$ cat src/gate3_cell_pkg.sv
// Function
// RULE1: The cell keeps evaluating its inputs and driving its output during Sleep with no need for the system clock.
// RULE2: While the cell is enabled and the fast internal oscillator is a selected input, the oscillator is kept running in Sleep.
// RULE3: With that oscillator as both system clock and enabled cell input, Sleep halts the processor while cell and oscillator run.
// RULE4: Select bits 7, 5, 3 and 1 admit the true copy of data inputs 4, 3, 2 and 1 into gate 3.
// RULE5: Select bits 6, 4, 2 and 0 admit the inverted copy of data inputs 4, 3, 2 and 1 into gate 3.
// RULE6: A select bit at one routes its copy into gate 3 and at zero keeps it out.
// RULE7: The eight gate 3 select bits are read/write, unknown at power-up and kept across other resets.
// RULE8: Each of the four data inputs comes from its own multiplexer choosing one of 32 signals.
// RULE9: A reset clears only the main control register and keeps input and gate selections.
// RULE10: Gate 3 is the OR of all admitted copies and is zero when none is admitted.
package gate3_cell_pkg;
  localparam int ADDR_W = 8;
  localparam int DATA_W = 32;
  localparam int NUM_SRC = 32;
  localparam int SRC_SEL_W = 5;
  localparam int NUM_DATA = 4;
  localparam int GATE_SEL_W = 8;
  localparam logic [ADDR_W-1:0] CTRL_OFS = 8'h00;
  localparam logic [ADDR_W-1:0] SRC_SEL0_OFS = 8'h04;
  localparam logic [ADDR_W-1:0] SRC_SEL1_OFS = 8'h08;
  localparam logic [ADDR_W-1:0] SRC_SEL2_OFS = 8'h0c;
  localparam logic [ADDR_W-1:0] SRC_SEL3_OFS = 8'h10;
  localparam logic [ADDR_W-1:0] GATE3_SEL_OFS = 8'h14;
  localparam logic [ADDR_W-1:0] STATUS_OFS = 8'h18;
  localparam int CTRL_EN_BIT = 0;
  localparam logic CTRL_RESET = 1'b0;
  localparam logic [SRC_SEL_W-1:0] FAST_OSC_SRC = 5'h1e;
  localparam int ST_GATE3_BIT = 0;
  localparam int ST_DATA_LSB = 1;
  localparam int ST_OSC_BIT = 5;
  localparam int ST_HALT_BIT = 6;
  localparam int ST_EN_BIT = 7;
  typedef logic [SRC_SEL_W-1:0] src_sel_t;
  typedef struct packed {
    logic enabled;
    logic cpu_halt;
    logic osc_keep;
    logic [NUM_DATA-1:0] data;
    logic gate3;
  } status_s;
endpackage : gate3_cell_pkg

$ cat src/gate3_cell.sv
`timescale 1ns/1ps
module gate3_cell (
  input wire logic pclk,
  input wire logic presetn,
  input wire logic psel,
  input wire logic penable,
  input wire logic pwrite,
  input wire logic [gate3_cell_pkg::ADDR_W-1:0] paddr,
  input wire logic [gate3_cell_pkg::DATA_W-1:0] pwdata,
  output logic [gate3_cell_pkg::DATA_W-1:0] prdata,
  output logic pready,
  output logic pslverr,
  input wire logic [gate3_cell_pkg::NUM_SRC-1:0] cell_in,
  input wire logic sleep_req,
  input wire logic osc_is_sysclk,
  output logic gate3_output,
  output logic fast_osc_keep,
  output logic cpu_halt
);
  logic enable;
  logic next_enable;
  gate3_cell_pkg::src_sel_t src_sel [gate3_cell_pkg::NUM_DATA];
  gate3_cell_pkg::src_sel_t next_src_sel [gate3_cell_pkg::NUM_DATA];
  logic [gate3_cell_pkg::GATE_SEL_W-1:0] gate3_input_select;
  logic [gate3_cell_pkg::GATE_SEL_W-1:0] next_gate3_input_select;
  logic [gate3_cell_pkg::NUM_DATA-1:0] data_sel;
  logic [gate3_cell_pkg::NUM_DATA-1:0] data_true_copy;
  logic [gate3_cell_pkg::NUM_DATA-1:0] data_inverted_copy;
  logic osc_selected;
  logic [gate3_cell_pkg::NUM_SRC-1:0] in_meta;
  logic [gate3_cell_pkg::NUM_SRC-1:0] in_sync;
  logic [gate3_cell_pkg::NUM_DATA-1:0] data_sync;
  logic next_fast_osc_keep;
  logic next_cpu_halt;
  logic [gate3_cell_pkg::DATA_W-1:0] next_prdata;
  logic next_pslverr;
  logic setup;
  logic wr_access;
  gate3_cell_pkg::status_s status;

  // Register access
  assign setup = psel && !penable;
  assign wr_access = psel && penable && pwrite;
  assign pready = 1'b1;

  // Four source multiplexers and the gate, evaluated without the clock
  always_comb begin // RULE1
    for (int i = 0; i < gate3_cell_pkg::NUM_DATA; i++) begin
      data_sel[i] = cell_in[src_sel[i]]; // RULE8
    end
    data_true_copy = data_sel;
    data_inverted_copy = ~data_sel;
    gate3_output = 1'b0; // RULE10
    for (int i = 0; i < gate3_cell_pkg::NUM_DATA; i++) begin
      gate3_output = gate3_output | (gate3_input_select[2*i+1] & data_true_copy[i]); // RULE4 RULE6
      gate3_output = gate3_output | (gate3_input_select[2*i] & data_inverted_copy[i]); // RULE5 RULE6
    end
  end

  always_comb begin
    osc_selected = 1'b0;
    for (int i = 0; i < gate3_cell_pkg::NUM_DATA; i++) begin
      osc_selected = osc_selected | (src_sel[i] == gate3_cell_pkg::FAST_OSC_SRC);
    end
  end

  // Control register, the only programmable register cleared by reset
  always_comb begin
    next_enable = enable;
    if (wr_access && paddr == gate3_cell_pkg::CTRL_OFS) begin
      next_enable = pwdata[gate3_cell_pkg::CTRL_EN_BIT];
    end
  end

  always_ff @(posedge pclk or negedge presetn) begin
    if (!presetn) begin
      enable <= gate3_cell_pkg::CTRL_RESET; // RULE9
    end else begin
      enable <= next_enable;
    end
  end

  // Selections survive reset; power-up value is undefined
  always_comb begin
    next_src_sel = src_sel;
    next_gate3_input_select = gate3_input_select;
    if (wr_access) begin
      case (paddr)
        gate3_cell_pkg::SRC_SEL0_OFS: next_src_sel[0] = pwdata[gate3_cell_pkg::SRC_SEL_W-1:0];
        gate3_cell_pkg::SRC_SEL1_OFS: next_src_sel[1] = pwdata[gate3_cell_pkg::SRC_SEL_W-1:0];
        gate3_cell_pkg::SRC_SEL2_OFS: next_src_sel[2] = pwdata[gate3_cell_pkg::SRC_SEL_W-1:0];
        gate3_cell_pkg::SRC_SEL3_OFS: next_src_sel[3] = pwdata[gate3_cell_pkg::SRC_SEL_W-1:0];
        gate3_cell_pkg::GATE3_SEL_OFS: begin
          next_gate3_input_select = pwdata[gate3_cell_pkg::GATE_SEL_W-1:0]; // RULE7
        end
        default: begin
        end
      endcase
    end
  end

  always_ff @(posedge pclk) begin
    src_sel <= next_src_sel; // RULE9
    gate3_input_select <= next_gate3_input_select; // RULE7 RULE9
  end

  // Sleep handling: oscillator kept alive while the cell is enabled and selects it, processor halted
  always_comb begin
    next_fast_osc_keep = sleep_req && enable && osc_selected; // RULE2
    next_cpu_halt = sleep_req; // RULE3
  end

  always_ff @(posedge pclk or negedge presetn) begin
    if (!presetn) begin
      fast_osc_keep <= 1'b0;
      cpu_halt <= 1'b0;
    end else begin
      fast_osc_keep <= next_fast_osc_keep;
      cpu_halt <= next_cpu_halt;
    end
  end

  // Input synchroniser for status readback
  always_ff @(posedge pclk or negedge presetn) begin
    if (!presetn) begin
      in_meta <= '0;
      in_sync <= '0;
    end else begin
      in_meta <= cell_in;
      in_sync <= in_meta;
    end
  end

  always_comb begin
    for (int i = 0; i < gate3_cell_pkg::NUM_DATA; i++) begin
      data_sync[i] = in_sync[src_sel[i]];
    end
    status.enabled = enable;
    status.cpu_halt = cpu_halt;
    status.osc_keep = fast_osc_keep;
    status.data = data_sync;
    status.gate3 = 1'b0;
    for (int i = 0; i < gate3_cell_pkg::NUM_DATA; i++) begin
      status.gate3 = status.gate3 | (gate3_input_select[2*i+1] & data_sync[i])
                     | (gate3_input_select[2*i] & ~data_sync[i]);
    end
  end

  // Read data captured in the setup cycle, shown in the access cycle
  always_comb begin
    next_prdata = prdata;
    next_pslverr = pslverr;
    if (setup) begin
      next_prdata = '0;
      next_pslverr = 1'b0;
      case (paddr)
        gate3_cell_pkg::CTRL_OFS: next_prdata[gate3_cell_pkg::CTRL_EN_BIT] = enable;
        gate3_cell_pkg::SRC_SEL0_OFS: next_prdata[gate3_cell_pkg::SRC_SEL_W-1:0] = src_sel[0];
        gate3_cell_pkg::SRC_SEL1_OFS: next_prdata[gate3_cell_pkg::SRC_SEL_W-1:0] = src_sel[1];
        gate3_cell_pkg::SRC_SEL2_OFS: next_prdata[gate3_cell_pkg::SRC_SEL_W-1:0] = src_sel[2];
        gate3_cell_pkg::SRC_SEL3_OFS: next_prdata[gate3_cell_pkg::SRC_SEL_W-1:0] = src_sel[3];
        gate3_cell_pkg::GATE3_SEL_OFS: begin
          next_prdata[gate3_cell_pkg::GATE_SEL_W-1:0] = gate3_input_select; // RULE7
        end
        gate3_cell_pkg::STATUS_OFS: begin
          next_prdata[gate3_cell_pkg::ST_EN_BIT:gate3_cell_pkg::ST_GATE3_BIT] = status;
        end
        default: next_pslverr = 1'b1;
      endcase
    end
  end

  always_ff @(posedge pclk or negedge presetn) begin
    if (!presetn) begin
      prdata <= '0;
      pslverr <= 1'b0;
    end else begin
      prdata <= next_prdata;
      pslverr <= next_pslverr;
    end
  end

  // Checks
  AST_TRUE4: assert property (@(posedge pclk) disable iff (!presetn) // RULE4
    (gate3_input_select[7] && data_sel[3]) |-> gate3_output)
    else $error("true copy of input 4 not admitted");

  AST_INV1: assert property (@(posedge pclk) disable iff (!presetn) // RULE5
    (gate3_input_select[0] && !data_sel[0]) |-> gate3_output)
    else $error("inverted copy of input 1 not admitted");

  AST_EXCLUDE: assert property (@(posedge pclk) disable iff (!presetn) // RULE6
    (gate3_input_select == 8'h02 && !data_sel[0]) |-> !gate3_output)
    else $error("excluded copy reached gate 3");

  AST_EMPTY: assert property (@(posedge pclk) disable iff (!presetn) // RULE10
    (gate3_input_select == 8'h00) |-> !gate3_output)
    else $error("gate 3 not zero with nothing admitted");

  AST_MUX: assert property (@(posedge pclk) disable iff (!presetn) // RULE8
    (src_sel[2] == 5'h11) |-> (data_sel[2] == cell_in[5'h11]))
    else $error("data input 3 does not follow its multiplexer");

  AST_G3_WRITE: assert property (@(posedge pclk) disable iff (!presetn) // RULE7
    (wr_access && paddr == gate3_cell_pkg::GATE3_SEL_OFS)
    |=> gate3_input_select == $past(pwdata[7:0]))
    else $error("gate 3 select write lost");

  AST_CTRL_CLEAR: assert property (@(posedge pclk) // RULE9
    !presetn |=> !enable)
    else $error("control not cleared by reset");

  AST_OSC_KEEP: assert property (@(posedge pclk) disable iff (!presetn) // RULE2
    (sleep_req && enable && osc_selected) |=> fast_osc_keep)
    else $error("fast oscillator not kept in sleep");

  AST_HALT: assert property (@(posedge pclk) disable iff (!presetn) // RULE3
    (sleep_req && osc_is_sysclk && enable && osc_selected) |=> (cpu_halt && fast_osc_keep))
    else $error("sleep did not halt cpu with oscillator running");

  AST_RUN_SLEEP: assert property (@(posedge pclk) disable iff (!presetn) // RULE1
    (cpu_halt && gate3_input_select == 8'h02) |-> gate3_output == data_sel[0])
    else $error("cell stopped during sleep");

  AST_INV4: assert property (@(posedge pclk) disable iff (!presetn) // RULE5
    (gate3_input_select[6] && !data_sel[3]) |-> gate3_output)
    else $error("inverted copy of input 4 not admitted");

  AST_TRUE3: assert property (@(posedge pclk) disable iff (!presetn) // RULE4
    (gate3_input_select[5] && data_sel[2]) |-> gate3_output)
    else $error("true copy of input 3 not admitted");

  AST_INV3: assert property (@(posedge pclk) disable iff (!presetn) // RULE5
    (gate3_input_select[4] && !data_sel[2]) |-> gate3_output)
    else $error("inverted copy of input 3 not admitted");

  AST_TRUE2: assert property (@(posedge pclk) disable iff (!presetn) // RULE4
    (gate3_input_select[3] && data_sel[1]) |-> gate3_output)
    else $error("true copy of input 2 not admitted");

  AST_INV2: assert property (@(posedge pclk) disable iff (!presetn) // RULE5
    (gate3_input_select[2] && !data_sel[1]) |-> gate3_output)
    else $error("inverted copy of input 2 not admitted");

  AST_TRUE1: assert property (@(posedge pclk) disable iff (!presetn) // RULE4
    (gate3_input_select[1] && data_sel[0]) |-> gate3_output)
    else $error("true copy of input 1 not admitted");

  AST_EXCL_INV1: assert property (@(posedge pclk) disable iff (!presetn) // RULE6
    (gate3_input_select == 8'h01 && data_sel[0]) |-> !gate3_output)
    else $error("only inverted input 1 admitted but gate 3 high");

  AST_EXCL_INV2: assert property (@(posedge pclk) disable iff (!presetn) // RULE6
    (gate3_input_select == 8'h04 && data_sel[1]) |-> !gate3_output)
    else $error("only inverted input 2 admitted but gate 3 high");

  AST_EXCL_TRUE2: assert property (@(posedge pclk) disable iff (!presetn) // RULE6
    (gate3_input_select == 8'h08 && !data_sel[1]) |-> !gate3_output)
    else $error("only true input 2 admitted but gate 3 high");

  AST_EXCL_INV3: assert property (@(posedge pclk) disable iff (!presetn) // RULE6
    (gate3_input_select == 8'h10 && data_sel[2]) |-> !gate3_output)
    else $error("only inverted input 3 admitted but gate 3 high");

  AST_EXCL_TRUE3: assert property (@(posedge pclk) disable iff (!presetn) // RULE6
    (gate3_input_select == 8'h20 && !data_sel[2]) |-> !gate3_output)
    else $error("only true input 3 admitted but gate 3 high");

  AST_EXCL_INV4: assert property (@(posedge pclk) disable iff (!presetn) // RULE6
    (gate3_input_select == 8'h40 && data_sel[3]) |-> !gate3_output)
    else $error("only inverted input 4 admitted but gate 3 high");

  AST_EXCL_TRUE4: assert property (@(posedge pclk) disable iff (!presetn) // RULE6
    (gate3_input_select == 8'h80 && !data_sel[3]) |-> !gate3_output)
    else $error("only true input 4 admitted but gate 3 high");

  AST_PREADY: assert property (@(posedge pclk) disable iff (!presetn) // RULE7
    (psel && penable) |-> pready)
    else $error("access phase without ready");

  AST_SLVERR: assert property (@(posedge pclk) disable iff (!presetn) // RULE7
    (setup && paddr > gate3_cell_pkg::STATUS_OFS) |=> pslverr)
    else $error("unmapped access without error");

  AST_G3_NOERR: assert property (@(posedge pclk) disable iff (!presetn) // RULE7
    (setup && paddr == gate3_cell_pkg::GATE3_SEL_OFS) |=> !pslverr)
    else $error("gate 3 select access flagged as error");

  AST_RD_G3: assert property (@(posedge pclk) disable iff (!presetn) // RULE7
    (setup && paddr == gate3_cell_pkg::GATE3_SEL_OFS) |=> (prdata == {24'h0, $past(gate3_input_select)}))
    else $error("gate 3 select read back wrong");

  AST_SRC_WRITE: assert property (@(posedge pclk) disable iff (!presetn) // RULE8
    (wr_access && paddr == gate3_cell_pkg::SRC_SEL2_OFS)
    |=> (src_sel[2] == $past(pwdata[gate3_cell_pkg::SRC_SEL_W-1:0])))
    else $error("source select 3 write lost");

  AST_CTRL_EN: assert property (@(posedge pclk) disable iff (!presetn) // RULE2
    (wr_access && paddr == gate3_cell_pkg::CTRL_OFS)
    |=> (enable == $past(pwdata[gate3_cell_pkg::CTRL_EN_BIT])))
    else $error("control enable write lost");

  AST_HALT_OFF: assert property (@(posedge pclk) disable iff (!presetn) // RULE3
    !sleep_req |=> !cpu_halt)
    else $error("cpu halted while awake");

  AST_KEEP_OFF: assert property (@(posedge pclk) disable iff (!presetn) // RULE2
    !enable |=> !fast_osc_keep)
    else $error("oscillator kept while cell disabled");

  AST_KEEP_NOSEL: assert property (@(posedge pclk) disable iff (!presetn) // RULE2
    !osc_selected |=> !fast_osc_keep)
    else $error("oscillator kept while not selected");
endmodule : gate3_cell

$ cat config.mk
export PLATFORM = sky130hd
export DESIGN_NAME = gate3_cell
export DESIGN_NICKNAME = d
export VERILOG_FILES = /design/src/gate3_cell_pkg.sv /design/src/gate3_cell.sv
export SDC_FILE = /design/constraint.sdc
export NUM_CORES = 1
export LEC_CHECK = 0
export BUFFER_PORTS_ARGS = -buffer_cell sky130_fd_sc_hd__buf_2
export CAP_MARGIN = 0
export CORE_ASPECT_RATIO = 2
export CORE_MARGIN = 10
export CORE_UTILIZATION = 35
export DETAILED_ROUTE_END_ITERATION = 12
export PLACE_DENSITY = 0.63
export SLEW_MARGIN = 5
export SYNTH_ARGS = -nofsm -noshare
export SYNTH_HDL_FRONTEND = slang
export SYNTH_SLANG_ARGS = --single-unit
$ cat constraint.sdc
create_clock -name pclk -period 2.93 [get_ports pclk]
set_input_delay 0.1465 -clock pclk [delete_from_list [all_inputs] [get_ports pclk]]
set_output_delay 0.1465 -clock pclk [all_outputs]
set_load 0.05 [all_outputs]
* Yosys cells after proc, flatten, opt, wreduce, memory -nomap -nowiden *
Index checks and enable logic that the tools add are counted.

word-level totals
  register bits after elaboration = 104
  latch bits = 0
  memory bits (writable) = 0
  ROM bits = 0
  input bits = 79
  output and inout bits = 37
  memories kept = 0

operators by class
  add/sub/neg operators = 0
  $mul = 0
  divide/modulo/power cells = 0
  $lt $le $gt $ge = 4
  eq/ne operators = 10
  shift-type cells = 0
  muxes and demuxes = 20
  bitwise logic cells = 38
  reduce and logical (&&, ||, !) cells = 14

operators by type and width
  kind                  count
  $bmux W1 S5           8
  $eq A8 B5 Y1 const B  3
  $lt A5 B6 Y1 const B  4
  $pmux W4 S6           1
  $eq A5 B5 Y1 const B  4
  $or A1 B1 Y1          17
  $and A1 B1 Y1         16
  $eq A8 B4 Y1 const B  2
  $reduce_and A2 Y1     5
  $mux W1               9
  $eq A8 B3 Y1 const B  1
  $logic_not A8 Y1      1
  $pmux W1 S7           1
  $reduce_or A7 Y1      1
  $logic_and A1 B1 Y1   6
  $pmux W3 S2           1
  $not A1 Y1            4
  $not A4 Y4            1
  $logic_not A1 Y1      1

* Logic depth before layout (Yosys ltp) *
Gate-level depths: netlist of the first run.

  depth after elaboration = 12
  mapped depth = 10

* Worst setup path after synthesis of the first run *
Ideal clock, no wire load.

  kind = reg2out
  start = register src_sel[16] (netlist bit)
  end = output port gate3_output
  arrival = 2.565 ns
  setup slack = 0.219 ns
  cell stages (with the launch flop) = 9
  buffers on the path = 3
  cell sequence = edfxtp_1 -> buf_4 -> buf_6 -> clkbuf_1 -> mux4_2 -> mux4_2 -> mux2i_1 -> mux2i_1 -> nand4_1

between the ends
  longest elaborated chain between the ends = 11
  elaborated cells between the ends (all ways) = 12
  classes of those cells = mux (2); bitwise (10)

ends and longest elaborated chain
  item                             RTL line           RTL
  from (decl)                      gate3_cell.sv:22   gate3_cell_pkg::src_sel_t src_sel [gate3_cell_pkg::NUM_DATA];
  from (signal assigned)           gate3_cell.sv:103  src_sel <= next_src_sel;
  $bmux W1 S5 *                    gate3_cell.sv:49   data_sel[i] = cell_in[src_sel[i]];
  $mux W1 (not written as such) *  gate3_cell.sv:49
  $not A4 Y4                       gate3_cell.sv:52   data_inverted_copy = ~data_sel;
  $and A1 B1 Y1                    gate3_cell.sv:56   gate3_output = gate3_output | (gate3_input_select[2*i] & data_inverted_copy[i]);
  $or A1 B1 Y1 *                   gate3_cell.sv:56
  $or A1 B1 Y1 *                   gate3_cell.sv:55   gate3_output = gate3_output | (gate3_input_select[2*i+1] & data_true_copy[i]);
  $or A1 B1 Y1 *                   gate3_cell.sv:56
  $or A1 B1 Y1 *                   gate3_cell.sv:55
  $or A1 B1 Y1 *                   gate3_cell.sv:56
  $or A1 B1 Y1 *                   gate3_cell.sv:55
  $or A1 B1 Y1 *                   gate3_cell.sv:56
  to (decl)                        gate3_cell.sv:16   output logic gate3_output,

Every way passes the cells marked *; elsewhere a longest branch is shown, timed or not. The select of a mux whose other input is x is not followed.

* Final worst setup path of the first run *
  start = register src_sel[10] (netlist bit)
  end = output port gate3_output

between the ends
  longest elaborated chain between the ends = 9
  elaborated cells between the ends (all ways) = 11
  classes of those cells = mux (2); bitwise (9)

ends and longest elaborated chain
  item                                           RTL line
  $bmux W1 S5 *                                  gate3_cell.sv:49
  $mux W1 (not written as such) *                gate3_cell.sv:49
  $and A1 B1 Y1 or $not A4 Y4 (tied branches)    gate3_cell.sv:55, gate3_cell.sv:52
  $or A1 B1 Y1 or $and A1 B1 Y1 (tied branches)  gate3_cell.sv:55, gate3_cell.sv:56
  $or A1 B1 Y1 *                                 gate3_cell.sv:56
  $or A1 B1 Y1 *                                 gate3_cell.sv:55
  $or A1 B1 Y1 *                                 gate3_cell.sv:56
  $or A1 B1 Y1 *                                 gate3_cell.sv:55
  $or A1 B1 Y1 *                                 gate3_cell.sv:56

Marked as above.

==> results of run 1 <==
[power by group through the flow]
stage	Clock [mW]	Combinational [mW]	Sequential, mW
after floorplan	0	0.216	1.60
after global placement	0	0.317	1.60
after detailed placement	0	0.322	1.60
after CTS	1.28	0.363	1.57
after global routing	1.33	0.392	1.58
final	1.25	0.364	1.57
[sequential cells by signal, summed over array words and instances (netlist names)]
| name | cells |
|---|---|
| in_meta | 32 |
| enable | 1 |
| prdata | 8 |
| fast_osc_keep | 1 |
| gate3_input_select | 8 |
| pslverr | 1 |
| in_sync | 32 |
| src_sel | 20 |
| cpu_halt | 1 |
[worst min-delay path by stage]
stage,startpoint,endpoint,cells after the start
finish,pwdata[3],src_sel[8],1
global route,pwdata[3],gate3_input_select[3],1
CTS,pwdata[3],src_sel[3],1
detailed placement,sleep_req,cpu_halt,1
global placement,sleep_req,cpu_halt,1
floorplan,presetn,cpu_halt,0
[cell usage after synthesis (10+ instances only)]
cell type,count,share of area
clkbuf_1,14,0.0090
buf_4,26,0.034
o221ai_1,13,0.020
mux2i_1,44,0.076
nand2_1,27,0.017
mux2_2,15,0.029
nor2_1,12,0.0078
buf_2,10,0.0086
nor3_1,11,0.0095
mux4_2,41,0.16
edfxtp_1,28,0.14
dfrtp_1,76,0.33
o21ai_0,17,0.015
[worst reg2reg max path: stages (launching register included)]
cell and delay (ns):
edfxtp_1 0.37, buf_12 0.21, mux4_2 0.54, nor2_1 0.10, a211oi_1 0.07, nor4_1 0.46, mux2_2 0.39, a311oi_1 0.24
a31oi_1 0.11
[kinds of logic after synthesis]
group,synth area share
compound gates,0.0957
mux,0.300
buf+inv,0.0638
simple gates,0.0670
other cells,0.00129
flops,0.472
[per-layer routing]
metal,track usage,part of all wire,vias up
met3,0.0261,0.052,79
met4,0.143,0.080,0
met2,0.290,0.54,235
met5,0,0,-
met1,0.157,0.33,2162
li1,-,-,1878
[layout make-up]
type / count / area share
repair buffers: 130 / 0.140
clock buffers: 14 / 0.0385
multi-input cells: 288 / 0.393
clock inverters: 2 / 0.00508
inverters: 6 / 0.00315
well taps: 204 / 0.0357
flip-flops and latches: 104 / 0.384
[per-stage QoR]
step	instance area [um^2]	hold WS, ns	setup TNS, ns	power (mW)	setup slack [ns]
floorplan	5890	-0.149	0	1.82	0.219
global placement	6350	0.294	0	1.91	0.258
detailed placement	6350	0.300	0	1.92	0.259
CTS	7120	0.0237	-0.0167	3.21	-0.0167
global route	7140	0.0281	-0.0840	3.30	-0.0840
finish	7140	0.0335	-0.0260	3.19	-0.0260
[timing repair]
action / CTS / global route
gates resized for setup: 4 / 3
buffers inserted: 3 / 1
endpoints found under the setup margin: 1 / 1
hold buffers: 37 / 0
hold endpoints to repair: 77 / 0
cloned: 1 / 0
[cell usage in the layout (no fill, tap or decap), drive strengths merged, types with 8 or more instances in the layout]
cell type / instances
o221ai: 13
nor3: 11
edfxtp: 28
mux4: 49
nor2: 12
conb: 25
nand2: 27
mux2: 15
clkbuf: 14
mux2i: 44
dfrtp: 76
dlygate4sd3: 37
o22ai: 8
buf: 92
o21ai: 18
==> impl_metrics.json, run 1 <==
{
  "cts_buffer_depth": 2,
  "path_clk_slew_ns": 0.07,
  "finalHoldViolCount": 0,
  "critPathMaxStageDelay_ns": 0.55,
  "p_leak_nw": 2.96,
  "rows": 66,
  "power_density_nw_per_um2": 446,
  "finalSetupViolations": 1,
  "max_freq_ghz": 0.338,
  "viasPerCell": 5.82,
  "n_antenna_cell": 0,
  "worstMarginPinSlew_ns": 0.967,
  "seqCellArea_um2": 2740,
  "crit_cells": 7,
  "cp.required_ns": 2.78,
  "worst_path_max_delay_cell": "mux4_2",
  "cap_viol_max_count": 0,
  "r2r_setup_slack_ns": 0.33,
  "drv_slew": 0,
  "clock_skew_ns": 0.00526,
  "place_congestion": 0.981,
  "ff2ff_path_depth": 8,
  "cp_top_family": "multiplexers",
  "status": "complete, but fails checks",
  "cp-startpoint": "src_sel[10]",
  "grt_pass1_vias": 4703,
  "vias": 4354,
  "drive_above_1_share": 0.307,
  "cp.arrival_ns": 2.81,
  "comb_power_share": 0.114,
  "fin_crit_ns": 2.96,
  "max-vdd-ir-drop_v": 0.000267,
  "port_buffers": 65,
  "fin_crit_sh": 1.01,
  "setup_slack_ns": -0.0260,
  "async_flop_share": 0.731,
  "violations": "setup timing",
  "yosys_warnings": 0,
  "numClockSinks": 104,
  "syn_area_per_cell_um2": 13.5,
  "die_area_um2": 22500,
  "clockRootBuffer": "clkbuf_16",
  "fin_util": 0.439,
  "worstReg2RegEnd": "prdata[0]",
  "dp_cells": 690,
  "grt_usage": 0.163,
  "crit_end": "gate3_output",
  "h-tree-depth": 3,
  "die-width_um": 111,
  "clock_latency_ns": 0.35,
  "first_pass_iters": 5,
  "hold_path_class": "in -> reg",
  "p_seq_frac": 0.493,
  "dp_hpwl_um": 13800,
  "rsz0062_at_grt": "true",
  "layout.cells.non_filler": 748,
  "worstPathCellList": "buf_12, mux4_2, mux4_2, mux2i_2, mux2i_1, nand4_1, buf_6",
  "syn_to_final_growth_pct": 22.9,
  "multi_input_area_um2": 2810,
  "crit_buf_inv": 2,
  "rr_startpoint": "src_sel[16]",
  "die_y_um": 202,
  "critPathCaptureType": "output port",
  "critPathKind": "reg -> out",
  "grt_overflow": 0,
  "crit_path_start_kind": "flop",
  "nNetsFinal": 618,
  "grt_max_degree": 77,
  "synth_cell_types": 47,
  "n_fill_cell": 1498,
  "cts_tree": "built",
  "ys_seq_elements": 104,
  "p_sw_uw": 761,
  "cp_max_fo": 9,
  "antenna_found_initial": 0,
  "clkPwrFrac": 0.392,
  "synth_area_um2": 5810,
  "num_io_pins": 116,
  "synth_cells": 430,
  "wl_per_cell_um": 24.2,
  "switching_share": 0.239,
  "route.detailed.drc": 0,
  "relSlewSlack": 0.355,
  "grt_pass1_wl_um": 28000,
  "drtAntennaViolNets": 0,
  "path_common_cell": "mux4_2",
  "power.internal_mw": 2.43,
  "numCtsBuffers": 9,
  "synth-edff-count": 28,
  "ys_seq_area_frac": 0.472,
  "start_util": 0.357,
  "first_iter_violations": 357,
  "synthFlopType": "dfrtp_1",
  "core_region_area_um2": 16300,
  "routed_wl_um": 18100
}
(Power assumes the default switching activity.)
==> run 2, diff against run 1 <==
CORE_UTILIZATION = 55   (was 35)
GPL_ROUTABILITY_DRIVEN = 1   (was unset)
HOLD_SLACK_MARGIN = 0.03   (was unset)
PLACE_DENSITY = 0.88   (was 0.63)
==> run 2 against run 1 <==
  * The run still ends with setup timing left
  * Critical endpoint unchanged
  * Critical path depth stayed put
  * Total power decreased by 0.91%
  * Utilization rose by 24 points
  * Final cell count fell by 9.1%
  * Design area down 1.3%
  * Sequential cell count did not move
  * Count of clock-buffer cells in the layout decreased by 3
  * Hold slack gained 0.0021 ns
  * Maximum frequency rose by 0.15%
  * Global-route usage increased by 6.4 points
  * Register-to-register slack got worse by 0.26 ns
  * Non-clock buffer count down 1
==> impl_metrics.json, run 2 (same netlist as run 1, synthesis figures left out) <==
{
  "status": "complete, but fails checks",
  "violations": "setup timing",
  "num_io_pins": 116,
  "p_sw_uw": 800,
  "viasPerCell": 6.60,
  "min_path_cells": 1,
  "final_area_um2": 7050,
  "largestRegisters": "in_meta (32), in_sync (32), src_sel (20)",
  "power.internal_mw": 2.36,
  "drv_slew": 0,
  "final_cell_mix": "76 x dfrtp_1, 64 x buf_2, 42 x mux2i_1",
  "port_buffers": 65,
  "multi_input_area_um2": 2790,
  "rows": 53,
  "die-width_um": 92.7,
  "post-place-ws_ns": 0.329,
  "routed_wl_um": 17400,
  "fin_crit_ns": 2.95,
  "place_congestion": 1.01,
  "max_freq_ghz": 0.339,
  "min_from": "pwdata[1]",
  "critPathKind": "reg -> out",
  "numClockSinks": 104,
  "power_density_nw_per_um2": 448,
  "rsz0062_at_grt": "true",
  "cts_buffer_depth": 2,
  "fin_crit_sh": 1.01,
  "clkPwrFrac": 0.387,
  "dp_cells": 617,
  "crit_path_start_kind": "flop",
  "start_util": 0.558,
  "dp_hpwl_um": 12100,
  "finalSetupViolations": 1,
  "p_leak_nw": 2.95,
  "max-vdd-ir-drop_v": 0.000466,
  "syn_to_final_growth_pct": 21.3,
  "cts_tree": "built",
  "grt_usage": 0.227,
  "clockRootBuffer": "clkbuf_16",
  "grt_pass1_vias": 4639,
  "clock_latency_ns": 0.36,
  "n_antenna_cell": 0,
  "grt_max_degree": 30,
  "cp.required_ns": 2.78,
  "first_pass_iters": 7,
  "route.detailed.drc": 0,
  "setup_slack_ns": -0.0216,
  "dpl_cell_area_um2": 6250,
  "switching_share": 0.253,
  "layout.cells.non_filler": 680,
  "die_area_um2": 15300,
  "clock_skew_ns": 0.00750,
  "finalHoldViolCount": 0,
  "comb_power_share": 0.116,
  "numCtsBuffers": 9,
  "die_y_um": 165,
  "timing.hold.ws_ns": 0.0356,
  "core_region_area_um2": 10400,
  "path_clk_slew_ns": 0.07,
  "wl_per_cell_um": 25.5,
  "seqCellArea_um2": 2740,
  "grt_pass1_wl_um": 26000,
  "drtAntennaViolNets": 0,
  "nNetsFinal": 617,
  "cp_max_fo": 10,
  "drive_above_1_share": 0.306,
  "critPathCaptureType": "output port",
  "relSlewSlack": 0.359,
  "n_fill_cell": 711,
  "cp.arrival_ns": 2.81,
  "p_seq_frac": 0.497,
  "ff2ff_path_depth": 10,
  "h-tree-depth": 3,
  "rr_startpoint": "src_sel[15]",
  "hold_path_class": "in -> reg",
  "grt_overflow": 0,
  "vias": 4490,
  "worstMarginPinSlew_ns": 0.955,
  "first_iter_violations": 539,
  "r2r_setup_slack_ns": 0.07,
  "layout_commonest_cell": "dfrtp_1",
  "holdPathEnd": "src_sel[6]",
  "worstReg2RegEnd": "prdata[0]",
  "cap_viol_max_count": 0,
  "antenna_found_initial": 0
}
run 2: cell type report:
type	instances	area share
tap	137	0.0243
clock buffer	11	0.0330
clock inverter	5	0.00905
inverter	6	0.00320
timing repair buffer	129	0.145
sequential	104	0.389
multi-input combinational	288	0.396
run 2: worst max path at each step:
stage | from | endpoint | cells past startpoint
after floorplan | src_sel[16] | gate3_output | 8
after global placement | src_sel[10] | gate3_output | 7
after detailed placement | src_sel[10] | gate3_output | 7
after CTS | src_sel[6] | gate3_output | 8
after global routing | src_sel[15] | gate3_output | 7
final | src_sel[10] | gate3_output | 7
run 2: layer usage:
metal,track usage,up-vias,wire length [um]
met5,0,-,0
met4,0.173,0,1320
met3,0.0661,97,1630
met2,0.389,336,8980
met1,0.225,2177,5440
li1,-,1880,-
run 2: power groups by stage:
stage	logic, mW	clock network, mW	registers (mW)
2_1_floorplan	0.216	0	1.60
3_3_place_gp	0.310	0	1.59
3_5_place_dp	0.319	0	1.60
4_1_cts	0.359	1.23	1.57
5_1_grt	0.388	1.28	1.58
6_report	0.365	1.22	1.57
run 2: stage by stage:
step | utilization | total power [mW] | TNS [ns]
floorplan | - | 1.82 | 0
global placement | 0.600 | 1.90 | 0
detailed placement | 0.600 | 1.92 | 0
CTS | 0.669 | 3.16 | 0
global route | 0.677 | 3.25 | -0.105
finish | 0.677 | 3.16 | -0.0216
run 2: repair_timing:
| action | CTS | global route |
|---|---|---|
| cloned | 1 | 1 |
| hold buffers | 37 | 0 |
| setup buffers | 1 | 7 |
| pin swaps | 0 | 1 |
| endpoints found under the hold margin | 63 | 0 |
| resized for setup | 3 | 2 |
| setup endpoints to repair | 1 | 1 |
run 2: critical path, cell delays in order, from the launching register on:
cell      delay, ns
edfxtp_1       0.41
buf_12         0.17
mux4_2         0.52
mux4_2         0.53
mux2i_2        0.22
mux2i_1        0.26
nand4_1        0.15
buf_6          0.18
